`src/logic/rtes_params.svh`:
```
// Constants of the event, status and mask logic of the real-time clock
`ifndef RTES_PARAMS_SVH
`define RTES_PARAMS_SVH

// ****************************************************************
// Register byte addresses
// ****************************************************************
`define RTES_ADDR_CONTROL       32'h0FFFFEB0
`define RTES_ADDR_DATE_ALARM    32'h0FFFFEC4
`define RTES_ADDR_EVENT_STATUS  32'h0FFFFEC8
`define RTES_ADDR_STATUS_CLEAR  32'h0FFFFECC
`define RTES_ADDR_IRQ_SET       32'h0FFFFED0
`define RTES_ADDR_IRQ_CLEAR     32'h0FFFFED4
`define RTES_ADDR_IRQ_STATE     32'h0FFFFED8
`define RTES_ADDR_VALIDITY      32'h0FFFFEDC

// ****************************************************************
// Field positions
// ****************************************************************
`define RTES_BIT_GRANT          0
`define RTES_BIT_MATCH          1
`define RTES_BIT_ONE_HZ         2
`define RTES_BIT_HMS            3
`define RTES_BIT_DATE           4
`define RTES_BIT_HMS_INVALID    0
`define RTES_BIT_DATE_INVALID   1
`define RTES_BIT_HMS_M_INVALID  2
`define RTES_BIT_DATE_M_INVALID 3
`define RTES_CTL_HMS_REQ        0
`define RTES_CTL_DATE_REQ       1
`define RTES_CTL_HMS_SEL_LO     8
`define RTES_CTL_DATE_SEL_LO    16
`define RTES_ALM_DATE_LO        24
`define RTES_ALM_DATE_ON        31

// ****************************************************************
// Choice encodings and reset values
// ****************************************************************
`define RTES_HMS_MINUTE         2'h0
`define RTES_HMS_HOUR           2'h1
`define RTES_HMS_MIDNIGHT       2'h2
`define RTES_HMS_NOON           2'h3
`define RTES_DATE_WEEK          2'h0
`define RTES_DATE_MONTH         2'h1
`define RTES_DATE_YEAR          2'h2
`define RTES_RST_FLAGS          5'h00
`define RTES_RST_VALID          4'h0
`define RTES_RST_CONTROL        6'h00
`define RTES_RST_DATE_ALARM     7'h01
`define RTES_DATE_MAX           6'h31

`endif

```
`src/logic/rtes_pkg.sv`:
```
// Types shared by the event, status and mask logic
package rtes_pkg;

  typedef logic [4:0] rtes_flags_t;
  typedef logic [3:0] rtes_valid_t;
  typedef logic [1:0] rtes_choice_t;

  // Single-cycle pulses from the time and calendar counters
  typedef struct packed {
    logic second;
    logic minute;
    logic hour;
    logic midnight;
    logic noon;
    logic week;
    logic month;
    logic year;
  } rtes_ticks_s;

  // Control fields driving the counters and the event select
  typedef struct packed {
    rtes_choice_t date_choice;
    rtes_choice_t hms_choice;
    logic         date_update_req;
    logic         hms_update_req;
  } rtes_control_s;

endpackage

```
`src/logic/rtes_sticky_bits.sv`:
```
// Row of sticky flags with per-bit set and clear, set taking priority
`timescale 1ns/1ps
`default_nettype none

module rtes_sticky_bits #(
  parameter int          WIDTH     = 5,
  parameter logic [31:0] RESET_VAL = 32'h00000000
) (
  // Clock and reset
  input  wire logic             clk_i,
  input  wire logic             reset_i,
  // Per-bit controls
  input  wire logic [WIDTH-1:0] set_i,
  input  wire logic [WIDTH-1:0] clear_i,
  // Flag state
  output logic      [WIDTH-1:0] flags_o
);

  logic [WIDTH-1:0] flags_reg;
  logic [WIDTH-1:0] flags_next;

  // Set wins so an event in the clearing cycle is not lost
  always_comb
  begin
    flags_next = (flags_reg & ~clear_i) | set_i;
  end

  always_ff @(posedge clk_i or posedge reset_i)
  begin
    if (reset_i)
    begin
      flags_reg <= RESET_VAL[WIDTH-1:0];
    end
    else
    begin
      flags_reg <= flags_next;
    end
  end

  assign flags_o = flags_reg;

endmodule

`default_nettype wire

```
`src/logic/rtes_status.sv`:
```
// Event flags, interrupt masks, validity bits and APB slave of the clock
`timescale 1ns/1ps
`default_nettype none
`include "rtes_params.svh"

module rtes_status (
  // Clock and reset
  input  wire logic                  clk_i,
  input  wire logic                  reset_i,
  // APB slave
  input  wire logic                  psel_i,
  input  wire logic                  penable_i,
  input  wire logic                  pwrite_i,
  input  wire logic [31:0]           paddr_i,
  input  wire logic [31:0]           pwdata_i,
  output logic      [31:0]           prdata_o,
  output logic                       pready_o,
  output logic                       pslverr_o,
  // Counter events
  input  wire rtes_pkg::rtes_ticks_s ticks_i,
  input  wire logic                  update_grant_i,
  // Alarm comparison inputs
  input  wire logic [5:0]            date_bcd_i,
  input  wire logic                  other_match_i,
  input  wire logic                  other_match_on_i,
  // Validity detection from the other registers
  input  wire logic [2:0]            invalid_seen_i,
  input  wire logic [2:0]            reprogram_i,
  // Counter control
  output rtes_pkg::rtes_control_s    control_o,
  // Interrupt
  output logic                       irq_o
);

  // ****************************************************************
  // Bus decode
  // ****************************************************************
  logic access;
  logic setup;
  logic wr_access;
  logic rd_access;
  logic hit_control;
  logic hit_alarm;
  logic hit_status;
  logic hit_clear;
  logic hit_set;
  logic hit_unset;
  logic hit_state;
  logic hit_valid;
  logic mapped;

  assign setup       = psel_i & ~penable_i;
  assign access      = psel_i & penable_i;
  assign wr_access   = access & pwrite_i;
  assign rd_access   = access & ~pwrite_i;
  assign hit_control = (paddr_i == `RTES_ADDR_CONTROL);
  assign hit_alarm   = (paddr_i == `RTES_ADDR_DATE_ALARM);
  assign hit_status  = (paddr_i == `RTES_ADDR_EVENT_STATUS);
  assign hit_clear   = (paddr_i == `RTES_ADDR_STATUS_CLEAR);
  assign hit_set     = (paddr_i == `RTES_ADDR_IRQ_SET);
  assign hit_unset   = (paddr_i == `RTES_ADDR_IRQ_CLEAR);
  assign hit_state   = (paddr_i == `RTES_ADDR_IRQ_STATE);
  assign hit_valid   = (paddr_i == `RTES_ADDR_VALIDITY);
  assign mapped      = hit_control | hit_alarm | hit_status | hit_clear
                     | hit_set | hit_unset | hit_state | hit_valid;

  // Zero wait states; error only for an unmapped address
  assign pready_o  = 1'b1;
  assign pslverr_o = access & ~mapped;

  // ****************************************************************
  // Control register
  // ****************************************************************
  rtes_pkg::rtes_control_s control_reg;

  always_ff @(posedge clk_i or posedge reset_i)
  begin
    if (reset_i)
    begin
      control_reg <= `RTES_RST_CONTROL;
    end
    else if (wr_access && hit_control)
    begin
      control_reg.hms_update_req  <= pwdata_i[`RTES_CTL_HMS_REQ];
      control_reg.date_update_req <= pwdata_i[`RTES_CTL_DATE_REQ];
      control_reg.hms_choice      <= pwdata_i[`RTES_CTL_HMS_SEL_LO +: 2];
      control_reg.date_choice     <= pwdata_i[`RTES_CTL_DATE_SEL_LO +: 2];
    end
  end

  assign control_o = control_reg;

  // ****************************************************************
  // Date alarm register
  // ****************************************************************
  logic [5:0] alarm_date_reg;
  logic       dom_match_on_reg;
  logic       alarm_write;
  logic [5:0] alarm_date_wr;
  logic       alarm_date_bad;
  // Reset image: date field 01, date match off
  localparam logic [6:0] ALARM_RESET = `RTES_RST_DATE_ALARM;

  assign alarm_write   = wr_access & hit_alarm;
  assign alarm_date_wr = pwdata_i[`RTES_ALM_DATE_LO +: 6];

  // Legal BCD day of month is 01 to 31
  assign alarm_date_bad = (alarm_date_wr[3:0] > 4'h9)
                        | (alarm_date_wr == 6'h00)
                        | (alarm_date_wr > `RTES_DATE_MAX);

  always_ff @(posedge clk_i or posedge reset_i)
  begin
    if (reset_i)
    begin
      alarm_date_reg   <= ALARM_RESET[5:0];
      dom_match_on_reg <= ALARM_RESET[6];
    end
    else if (alarm_write)
    begin
      alarm_date_reg   <= alarm_date_wr;
      dom_match_on_reg <= pwdata_i[`RTES_ALM_DATE_ON];
    end
  end

  // ****************************************************************
  // Alarm match
  // ****************************************************************
  logic date_ok;
  logic any_match_on;
  logic alarm_event;

  // Disabled date field never blocks a match from the other fields
  assign date_ok      = ~dom_match_on_reg | (date_bcd_i == alarm_date_reg);
  assign any_match_on = dom_match_on_reg | other_match_on_i;
  // Checked once a second so one match gives one event
  assign alarm_event  = ticks_i.second & any_match_on & other_match_i
                      & date_ok;

  // ****************************************************************
  // Event selection
  // ****************************************************************
  logic hms_event;
  logic date_event;

  always_comb
  begin
    case (control_reg.hms_choice)
      `RTES_HMS_MINUTE:   hms_event = ticks_i.minute;
      `RTES_HMS_HOUR:     hms_event = ticks_i.hour;
      `RTES_HMS_MIDNIGHT: hms_event = ticks_i.midnight;
      `RTES_HMS_NOON:     hms_event = ticks_i.noon;
      default:            hms_event = 1'b0;
    endcase
  end

  // Encoding 3 selects nothing, so no calendar event is ever flagged
  always_comb
  begin
    case (control_reg.date_choice)
      `RTES_DATE_WEEK:  date_event = ticks_i.week;
      `RTES_DATE_MONTH: date_event = ticks_i.month;
      `RTES_DATE_YEAR:  date_event = ticks_i.year;
      default:          date_event = 1'b0;
    endcase
  end

  // ****************************************************************
  // Event status flags
  // ****************************************************************
  rtes_pkg::rtes_flags_t flag_set;
  rtes_pkg::rtes_flags_t flag_clear;
  rtes_pkg::rtes_flags_t flag_read_clear;
  rtes_pkg::rtes_flags_t status_flags;
  rtes_pkg::rtes_flags_t seen_reg;

  always_comb
  begin
    flag_set                      = '0;
    flag_set[`RTES_BIT_GRANT]     = update_grant_i;
    flag_set[`RTES_BIT_MATCH]     = alarm_event;
    flag_set[`RTES_BIT_ONE_HZ]    = ticks_i.second;
    flag_set[`RTES_BIT_HMS]       = hms_event;
    flag_set[`RTES_BIT_DATE]      = date_event;
  end

  // A status read clears the event bits it returned, but not the grant
  always_comb
  begin
    flag_read_clear                  = '0;
    if (rd_access && hit_status)
    begin
      flag_read_clear                = seen_reg;
      flag_read_clear[`RTES_BIT_GRANT] = 1'b0;
    end
  end

  // Only the bits the read returned are cleared, so an event landing
  // between the setup and access edges waits for the next read
  always_ff @(posedge clk_i or posedge reset_i)
  begin
    if (reset_i)
    begin
      seen_reg <= `RTES_RST_FLAGS;
    end
    else if (setup && !pwrite_i && hit_status)
    begin
      seen_reg <= status_flags;
    end
  end

  always_comb
  begin
    flag_clear = flag_read_clear;
    if (wr_access && hit_clear)
    begin
      flag_clear = flag_read_clear | pwdata_i[4:0];
    end
  end

  rtes_sticky_bits #(
    .WIDTH     (5),
    .RESET_VAL ({27'h0, `RTES_RST_FLAGS})
  ) u_status_flags (
    .clk_i     (clk_i),
    .reset_i   (reset_i),
    .set_i     (flag_set),
    .clear_i   (flag_clear),
    .flags_o   (status_flags)
  );

  // ****************************************************************
  // Interrupt mask
  // ****************************************************************
  rtes_pkg::rtes_flags_t mask_reg;
  rtes_pkg::rtes_flags_t mask_next;

  always_comb
  begin
    mask_next = mask_reg;
    if (wr_access && hit_set)
    begin
      mask_next = mask_reg | pwdata_i[4:0];
    end
    else if (wr_access && hit_unset)
    begin
      mask_next = mask_reg & ~pwdata_i[4:0];
    end
  end

  always_ff @(posedge clk_i or posedge reset_i)
  begin
    if (reset_i)
    begin
      mask_reg <= `RTES_RST_FLAGS;
    end
    else
    begin
      mask_reg <= mask_next;
    end
  end

  // Level output straight from the flag and mask flip-flops
  assign irq_o = |(status_flags & mask_reg);

  // ****************************************************************
  // Validity bits
  // ****************************************************************
  rtes_pkg::rtes_valid_t valid_set;
  rtes_pkg::rtes_valid_t valid_clear;
  rtes_pkg::rtes_valid_t valid_flags;

  always_comb
  begin
    valid_set                            = '0;
    valid_set[2:0]                       = invalid_seen_i;
    valid_set[`RTES_BIT_DATE_M_INVALID]  = alarm_write & alarm_date_bad;
  end

  // Reprogramming clears; a bad value written again sets it back at once
  always_comb
  begin
    valid_clear                           = '0;
    valid_clear[2:0]                      = reprogram_i;
    valid_clear[`RTES_BIT_DATE_M_INVALID] = alarm_write;
  end

  rtes_sticky_bits #(
    .WIDTH     (4),
    .RESET_VAL ({28'h0000000, `RTES_RST_VALID})
  ) u_valid_flags (
    .clk_i     (clk_i),
    .reset_i   (reset_i),
    .set_i     (valid_set),
    .clear_i   (valid_clear),
    .flags_o   (valid_flags)
  );

  // ****************************************************************
  // Read data
  // ****************************************************************
  logic [31:0] rdata_next;

  always_comb
  begin
    rdata_next = 32'h00000000;
    if (hit_control)
    begin
      rdata_next[`RTES_CTL_HMS_REQ]            = control_reg.hms_update_req;
      rdata_next[`RTES_CTL_DATE_REQ]           = control_reg.date_update_req;
      rdata_next[`RTES_CTL_HMS_SEL_LO +: 2]    = control_reg.hms_choice;
      rdata_next[`RTES_CTL_DATE_SEL_LO +: 2]   = control_reg.date_choice;
    end
    else if (hit_alarm)
    begin
      rdata_next[`RTES_ALM_DATE_LO +: 6]       = alarm_date_reg;
      rdata_next[`RTES_ALM_DATE_ON]            = dom_match_on_reg;
    end
    else if (hit_status)
    begin
      rdata_next[4:0]                          = status_flags;
    end
    else if (hit_state)
    begin
      rdata_next[4:0]                          = mask_reg;
    end
    else if (hit_valid)
    begin
      rdata_next[3:0]                          = valid_flags;
    end
  end

  // Captured in the setup cycle so read data comes from a flip-flop
  always_ff @(posedge clk_i or posedge reset_i)
  begin
    if (reset_i)
    begin
      prdata_o <= 32'h00000000;
    end
    else if (setup && !pwrite_i)
    begin
      prdata_o <= rdata_next;
    end
  end

endmodule

`default_nettype wire

```
`config.mk`:
```
export PLATFORM = sky130hd
export DESIGN_NAME = rtes_status
export DESIGN_NICKNAME = d
export VERILOG_FILES = /design/src/logic/rtes_pkg.sv /design/src/logic/rtes_sticky_bits.sv /design/src/logic/rtes_status.sv
export VERILOG_INCLUDE_DIRS = /design/src /design/src/logic
export SDC_FILE = /design/constraint.sdc
export NUM_CORES = 1
export LEC_CHECK = 0
export ABC_AREA = 1
export BUFFER_PORTS_ARGS = -buffer_cell sky130_fd_sc_hd__clkbuf_2
export CORE_UTILIZATION = 30
export CTS_CLUSTER_SIZE = 25
export DETAILED_ROUTE_END_ITERATION = 16
export PLACE_DENSITY_LB_ADDON = 0.08
export SETUP_SLACK_MARGIN = 0.1
export SLEW_MARGIN = 10
export SYNTH_ARGS = -nofsm -noshare
export SYNTH_HDL_FRONTEND = slang
export SYNTH_SLANG_ARGS = --single-unit
export TNS_END_PERCENT = 1
```
`constraint.sdc`:
```
create_clock -name clk_i -period 1.5 [get_ports clk_i]
set_input_delay 0.225 -clock clk_i [delete_from_list [all_inputs] [get_ports clk_i]]
set_output_delay 0.225 -clock clk_i [all_outputs]
set_load 0.02 [all_outputs]
```
# == Yosys cells after proc, flatten, opt, wreduce, memory -nomap -nowiden ==
# Index checks and enable logic that the tools add are counted.
# classes
n_lt_le_gt_ge,2
eq_ne,14
n_mux,19
bitwise,36
reduce_logical,13
# op_table
cell,count
== test 32 x 28 -> 1 bit (second input constant),8
2-to-1 mux 5 bit,6
bitwise AND 5 bit,3
OR 5 bit,3
2-to-1 mux 6 bit,2
OR 1 bit,11
bitwise AND 1 bit,10
inverter 5 bit,2
2-to-1 mux 4 bit,2
logical AND 1 bit,7
== test 2 bit (second input constant),3
== test 6 bit,1
greater-than comparator 6 bit (second input constant),1
zero test 6 bit,1
2-to-1 mux 2 bit,3
OR reduction 5 bit,1
bitwise AND 4 bit,1
== test 2 x 1 -> 1 bit (second input constant),2
greater-than comparator 4 bit (second input constant),1
zero test 2 bit,2
inverter 1 bit,4
inverter 4 bit,1
OR 4 bit,1
case mux 1 bit (4 select lines),1
5 further kinds,7
# totals
reg_bits,48
output_inout_bits,41

# == Longest topological paths before layout ==
# Gate-level depths: netlist (run 1).
# logic_depth
word_depth,10
mapped_depth,11
ltp_nobuf,11

# == By module ==
# A second synthesis (run 1) with hierarchy kept.
# hier_totals
hier_cells,388
hier_area_um2,2910.3
# modules_own_cells
mod,instances,cells_per_inst,area_each_um2
rtes_status,1,341,2542.4
rtes_sticky_bits (u_status_flags),1,26,203.9
rtes_sticky_bits (u_valid_flags),1,21,163.9

# == Worst setup path after synthesis (run 1) ==
# Ideal clock, no wire load.
# synth_timing
path_type,input-to-output
from,input port paddr_i[25]
to,output port pslverr_o
t_arrival_ps,1190
required_time_ps,1275
setup_slack_ps,85
stages,8
path_buffers,0
cell_sequence,nand2_1 nor2_1 nand3_2 nor2_8 nand2_4 or2_4 nand3_1 nor2_1
# synth_between
elab_chain_cells,10
# synth_lines
item,line_no,text
"start, declared",rtes_status.sv:14,"input wire logic [31:0] paddr_i,"
== test 32 x 28 -> 1 bit (no line),n/a,
OR 1 bit (3 in series),rtes_status.sv:64,assign mapped = hit_control | hit_alarm | hit_status | hit_clear
OR 1 bit (3 in series),rtes_status.sv:65,| hit_set | hit_unset | hit_state | hit_valid;
OR 1 bit *,rtes_status.sv:65,
inverter 1 bit *,rtes_status.sv:69,assign pslverr_o = access & ~mapped;
bitwise AND 1 bit *,rtes_status.sv:69,
"end, declared",rtes_status.sv:18,"output logic pslverr_o,"
# Mark *: on every way between the ends. The rest lies on a longest branch, timed or not.

# == Final worst setup path (run 1) ==
# Same ends and word-level chain as after synthesis.

==> impl_results.md, run 1 <==
- # fillers: 963
- CP endpoint kind: output pin
- Max-slew violations: 0
- #FFs+latches synth: 47
- Placed Area: 0.003585 sq mm
- Max H-tree Level: 2
- Leakage: 2.121 nW
- FF-to-FF End: u_status_flags.flags_o[1]$_DFF_PP0_
- Area share of xor/xnor cells in the synthesized design: 1.242%
- Height of the die: 98.96 microns
- Worst Setup Path Type: input port to output pin
- Initial Utilization: 30.81%
- Outcome: complete, but fails checks
- Final worst setup slack: -46.73 ps
- Setup TNS: -77.54 ps
- Worst hold start: reprogram_i[2]
- Pre-CTS setup slack: -126.9 ps
- Fmax: 0.6465 GHz
- Area delta synth->final: 39.31%
- Fin nets: 592
- CTS root buf: clkbuf_8
- Share of cells above drive strength 1: 42.32%
- Crit path from: paddr_i[25]
- Path category of the worst min-delay check: input port to flop
- Reg2Reg Setup Slack: 290 ps
- Mapped Cells: 367
- Final period util: 103.1%
- Sequential area share after synthesis: 41.75%
- GRT overflow: 0
- Initial antenna violation count: 0
- Worst Hold End: u_valid_flags.flags_o[2]$_DFF_PP0_
- Post-route ant nets: 0
- Wirelength, routed: 7258 microns
- Die outline area: 0.009792 sq mm
- Violated checks: negative setup slack
- Worst skew pair latency: 310 ps
- # rows: 35
- Post-synthesis mux area share: 0%
- Pre-antenna DRT Iters: 4
- Most frequent cells in the layout: 96 x clkbuf_2, 86 x nand2_1, 46 x dfrtp_1
- Port bufs: 99
- Critical Path Fanout Max: 5
- Core area: 0.009153 sq mm
- Netlist cell types: 36
- R2R cell count: 7
- Final hold violations: 0
- Simple-gate share of the synthesized area: 32.03%
- Largest family of logic cells by synthesized area: simple AND/OR/NAND/NOR gates
- Main synth FF type: dfrtp_1
- Largest net degree at the start of global routing: 29
- Total track usage: 15.31%
- DR WL/cell: 11.86 microns
- Post-route minimum period: 1547 ps
- Worst path required time: 1270 ps
- Max-cap viol count: 0
- Arr. time, crit path: 1320 ps
- Via count: 2,660
- Final GP Congestion: 0.7741
- RSZ-0062 raised after global routing: true
- Final cell area excluding filler cells: 0.003929 sq mm
- Worst Hold Path Cells: 2
- CTS tree: yes
- I/O pin total: 133
- Die X-Extent: 98.96 microns
- Post-synthesis compound-gate area fraction: 11.89%
- Pwr/cell area: 666.9 mW/mm^2
- Vias in the first global route: 2,482
- Crit path launch type: input port
- Worst Clk Skew: 6.444 ps
- Post-route DRC: 0
- # setup viols final: 2
- Synth Cell Area: 0.002820 sq mm
- CTS clk-pin slew, worst paths: 90 ps
- Initial DRC Count: 79
- RR Startpoint: alarm_date_reg[2]$_DFFE_PP0P_
- Clock sink total: 47
- Post-synth ARST share: 100.0%
- Syn Area/Cell: 7.684 sq um
- Post-synth EDFFs: 0
- Leading cell type in the layout, fill and taps excluded: clkbuf_2
- Detail Placement HPWL: 5674 microns
- First-pass GRT wire length: 11,840 microns
- Post-synthesis adder-cell area fraction: 0%
- Max clock buf depth: 2
- Ys Warns: 0
- Antenna diodes: 0
- Vias per cell: 4.346
- Total CTS buffers: 5
- Peak VDD IR: 0.0003925 V
through the flow:
step / power (mW) / hold slack [ps] / std cells / utilization, %
2_1_floorplan: 1.479 / 317.3 / 382 / -
3_3_place_gp: 1.599 / 246.4 / 594 / 39.17
3_5_place_dp: 1.602 / 244.7 / 594 / 39.17
4_1_cts: 2.637 / 84.27 / 607 / 41.34
5_1_grt: 2.739 / 87.44 / 612 / 42.93
6_report: 2.620 / 88.84 / 612 / 42.93
routing by layer:
layer	track usage (%)	routed length, microns	part of all wire [%]
met5	0	0	0
met1	20.66	3301	45
met4	3.444	65	0.90
met3	3.121	440	6.1
met2	25.23	3450	48
power breakdown:
part / internal, mW / switching [mW] / leakage [nW]
registers: 1.27 / 0.00358 / 0.617
logic: 0.129 / 0.191 / 1.44
clock network: 0.549 / 0.475 / 0.0618
Yosys cell counts, drive strengths merged (2+ instances only):
cell	number	area share [%]
buf	22	6.2
dfrtp	46	41
clkbuf	2	0.27
nor3	5	1.5
nand2	101	14
xor2	4	1.2
o31ai	4	1.1
o21bai	3	0.80
nand3	37	7.1
inv	48	6.4
nand4	2	0.44
nor2	46	7.9
a21oi	7	1.2
o21ai	30	7.7
conb	2	0.27
worst max path at each step:
stage,to
after global placement,pslverr_o
final,pslverr_o
after global routing,pslverr_o
after detailed placement,pslverr_o
after CTS,pslverr_o
after floorplan,pslverr_o
cell families after synthesis:
group,Yosys count
buffers and inverters,72
xor gates and xnor gates,4
and+or+nand+nor,194
other,2
AOI/OAI and AO/OA,48
DFF,47
final cells by class:
class / count / area, sq um / share of cell area, %
clock buffer: 6 / 82.58 / 2.102
sequential: 47 / 1177 / 29.97
inverter: 48 / 180.2 / 4.586
clock inverter: 2 / 38.79 / 0.9873
tap: 111 / 138.9 / 3.535
multi-input combinational: 263 / 1471 / 37.45
timing repair buffer: 135 / 839.6 / 21.37
critical path, stage by stage:
cell      delay, ps
clkbuf_2         90
nand2_2          50
nor2_4          110
nand3_4          90
nor2_8          170
nand2_4          80
or2_4           270
nand3_4          70
nor2_4           40
buf_8           130
repair_timing:
item | CTS | global route
pin swaps | 4 | 15
resized for setup | 10 | 32
hold endpoints to repair | 18 | 0
endpoints found under the setup margin | 2 | 11
hold buffers | 1 | 0
setup buffers | 4 | 5
No activity file was read; power rests on OpenSTA's default activity.
==> run 2: changes to the inputs <==
--- a/config.mk
+++ b/config.mk
@@ -8,7 +8,7 @@
 export LEC_CHECK = 0
 export ABC_AREA = 1
 export BUFFER_PORTS_ARGS = -buffer_cell sky130_fd_sc_hd__clkbuf_2
-export CORE_UTILIZATION = 30
+export CORE_UTILIZATION = 47
 export CTS_CLUSTER_SIZE = 25
 export DETAILED_ROUTE_END_ITERATION = 16
 export PLACE_DENSITY_LB_ADDON = 0.08
==> run 2 against run 1 <==
The run still ends with negative setup slack left. Fmax shrank 1.5%. Worst setup slack lost 24 ps. Routed wire length shrank 7.5%. Cell count shrank 6.0%. Combinational power grew 4%. Die area shrank 36%. Register-to-register slack gained 80 ps. Largest power group unchanged. Highest routed layer unchanged.
==> impl_results.md, run 2 (same netlist as run 1, synthesis figures left out) <==
- Leading cell type in the layout, fill and taps excluded: clkbuf_2 (unchanged)
- Worst Setup Path Type: flop to output pin (was input port to output pin)
- Port bufs: 99 (unchanged)
- Worst Hold Path Cells: 2 (unchanged)
- Initial Utilization: 49.99% (was 30.81%)
- Fmax: 0.6368 GHz (was 0.6465 GHz)
- Clock sink total: 47 (unchanged)
- DR WL/cell: 11.68 microns (was 11.86 microns)
- Final period util: 104.7% (was 103.1%)
- Wirelength, routed: 6717 microns (was 7258 microns)
- RR Startpoint: alarm_date_reg[2]$_DFFE_PP0P_ (unchanged)
- Largest net degree at the start of global routing: 30 (was 29)
- Post-route ant nets: 0 (unchanged)
- Height of the die: 79.46 microns (was 98.96 microns)
- Post-route DRC: 0 (unchanged)
- Setup TNS: -127.8 ps (was -77.54 ps)
- Leakage: 2.134 nW (was 2.121 nW)
- Worst path required time: 1270 ps (about the same)
- Initial antenna violation count: 0 (unchanged)
- Placed Area: 0.003541 sq mm (was 0.003585 sq mm)
- Max clock buf depth: 2 (unchanged)
- Crit path launch type: flop (was input port)
- Hold Slack: 81.67 ps (was 88.84 ps)
- Most frequent cells in the layout: 93 x clkbuf_2, 87 x nand2_1, 46 x dfrtp_1 (was 96 x clkbuf_2, 86 x nand2_1, 46 x dfrtp_1)
- # fillers: 475 (was 963)
- Peak VDD IR: 0.0004644 V (was 0.0003925 V)
- CTS root buf: clkbuf_8 (unchanged)
- Outcome: complete, but fails checks (unchanged)
- # setup viols final: 2 (unchanged)
- Share of cells above drive strength 1: 43.54% (was 42.32%)
- Critical Path Fanout Max: 3 (was 5)
- Worst Clk Skew: 6.221 ps (was 6.444 ps)
- Worst hold start: reprogram_i[2] (unchanged)
- Fin nets: 594 (was 592)
- Antenna diodes: 0 (unchanged)
- Max-slew violations: 0 (unchanged)
- Detail Placement HPWL: 5318 microns (was 5674 microns)
- Worst Hold End: u_valid_flags.flags_o[2]$_DFF_PP0_ (unchanged)
- Total track usage: 22.82% (was 15.31%)
- Total CTS buffers: 5 (unchanged)
- Via count: 2,690 (was 2,660)
- CTS tree: yes (unchanged)
- # rows: 27 (was 35)
- First-pass GRT wire length: 11,210 microns (was 11,840 microns)
- Core area: 0.005642 sq mm (was 0.009153 sq mm)
- Pwr/cell area: 670.8 mW/mm^2 (was 666.9 mW/mm^2)
- Final hold violations: 0 (unchanged)
- Max H-tree Level: 2 (unchanged)
- Vias in the first global route: 2,596 (was 2,482)
- Final GP Congestion: 0.8226 (was 0.7741)
- Die X-Extent: 79.46 microns (was 98.96 microns)
- Final cell area excluding filler cells: 0.003897 sq mm (was 0.003929 sq mm)
- Path category of the worst min-delay check: input port to flop (unchanged)
- Vias per cell: 4.678 (was 4.346)
- RSZ-0062 raised after global routing: true (unchanged)
- R2R cell count: 7 (unchanged)
- Reg2Reg Setup Slack: 370 ps (was 290 ps)
- Post-route minimum period: 1570 ps (was 1547 ps)
- Violated checks: negative setup slack (unchanged)
- GRT overflow: 0 (unchanged)
- FF-to-FF End: u_status_flags.flags_o[1]$_DFF_PP0_ (unchanged)
- Max-cap viol count: 0 (unchanged)
- Arr. time, crit path: 1350 ps (was 1320 ps)
- Initial DRC Count: 127 (was 79)
- Pre-antenna DRT Iters: 4 (unchanged)
- Final worst setup slack: -70.47 ps (was -46.73 ps)
- Die outline area: 0.006314 sq mm (was 0.009792 sq mm)
- CP endpoint kind: output pin (unchanged)
- CTS clk-pin slew, worst paths: 100 ps (was 90 ps)
- I/O pin total: 133 (unchanged)
- Area delta synth->final: 38.20% (was 39.31%)
- Worst skew pair latency: 300 ps (was 310 ps)
- Core Util, Final: 69.08% (was 42.93%)
run 2: area by class of cell:
class / count / area (sq um) / area share (%)
Multi-Input combinational cell: 263 / 1491 / 38.27
Sequential cell: 47 / 1177 / 30.21
Timing Repair Buffer: 137 / 837.1 / 21.48
Inverter: 48 / 180.2 / 4.623
Tap cell: 72 / 90.09 / 2.311
Clock buffer: 6 / 82.58 / 2.119
Clock inverter: 2 / 38.79 / 0.9952
run 2: power breakdown:
part / switching, mW / internal, mW
sequential: 0.00354 / 1.27
clock: 0.459 / 0.549
combinational: 0.195 / 0.137
run 2: worst max path at each step:
stage                     depth (start not counted)   endpoint                                start
after floorplan                                   8  pslverr_o                          paddr_i[27]
after detailed placement                         11  pslverr_o                           paddr_i[5]
after CTS                                        11  pslverr_o                           paddr_i[8]
after global routing                              5      irq_o  u_status_flags.flags_o[2]$_DFF_PP0_
after global placement                           11  pslverr_o                           paddr_i[5]
final                                             5      irq_o  u_status_flags.flags_o[2]$_DFF_PP0_
run 2: critical path, cell delays in order (launching register included):
cell	delay (ps)
dfrtp_1	420
nand2_1	80
nand2_1	60
a221oi_2	200
o21ai_1	110
buf_4	170
run 2: timing repair:
action	CTS	global route
pin swaps	8	26
buffers inserted	4	3
hold endpoints to repair	46	0
setup endpoints to repair	2	5
hold buffers	1	0
gates resized for setup	9	37
run 2: per-layer routing:
layer	vias to the layer above	part of all wire (%)	routed length [microns]	track usage, %
met5	-	0	0	0
li1	1397	-	-	-
met4	0	0.71	48	5.636
met3	8	4.6	306	5.143
met1	1198	45	3014	27.74
met2	87	50	3347	40.51
run 2: stage by stage:
step	power (mW)	worst slack (ps)	std cells
floorplan	1.479	100.5	382
global placement	1.594	-95.81	559
detailed placement	1.601	-132.0	559
CTS	2.615	-92.00	572
global route	2.729	-115.9	575
finish	2.614	-70.47	575
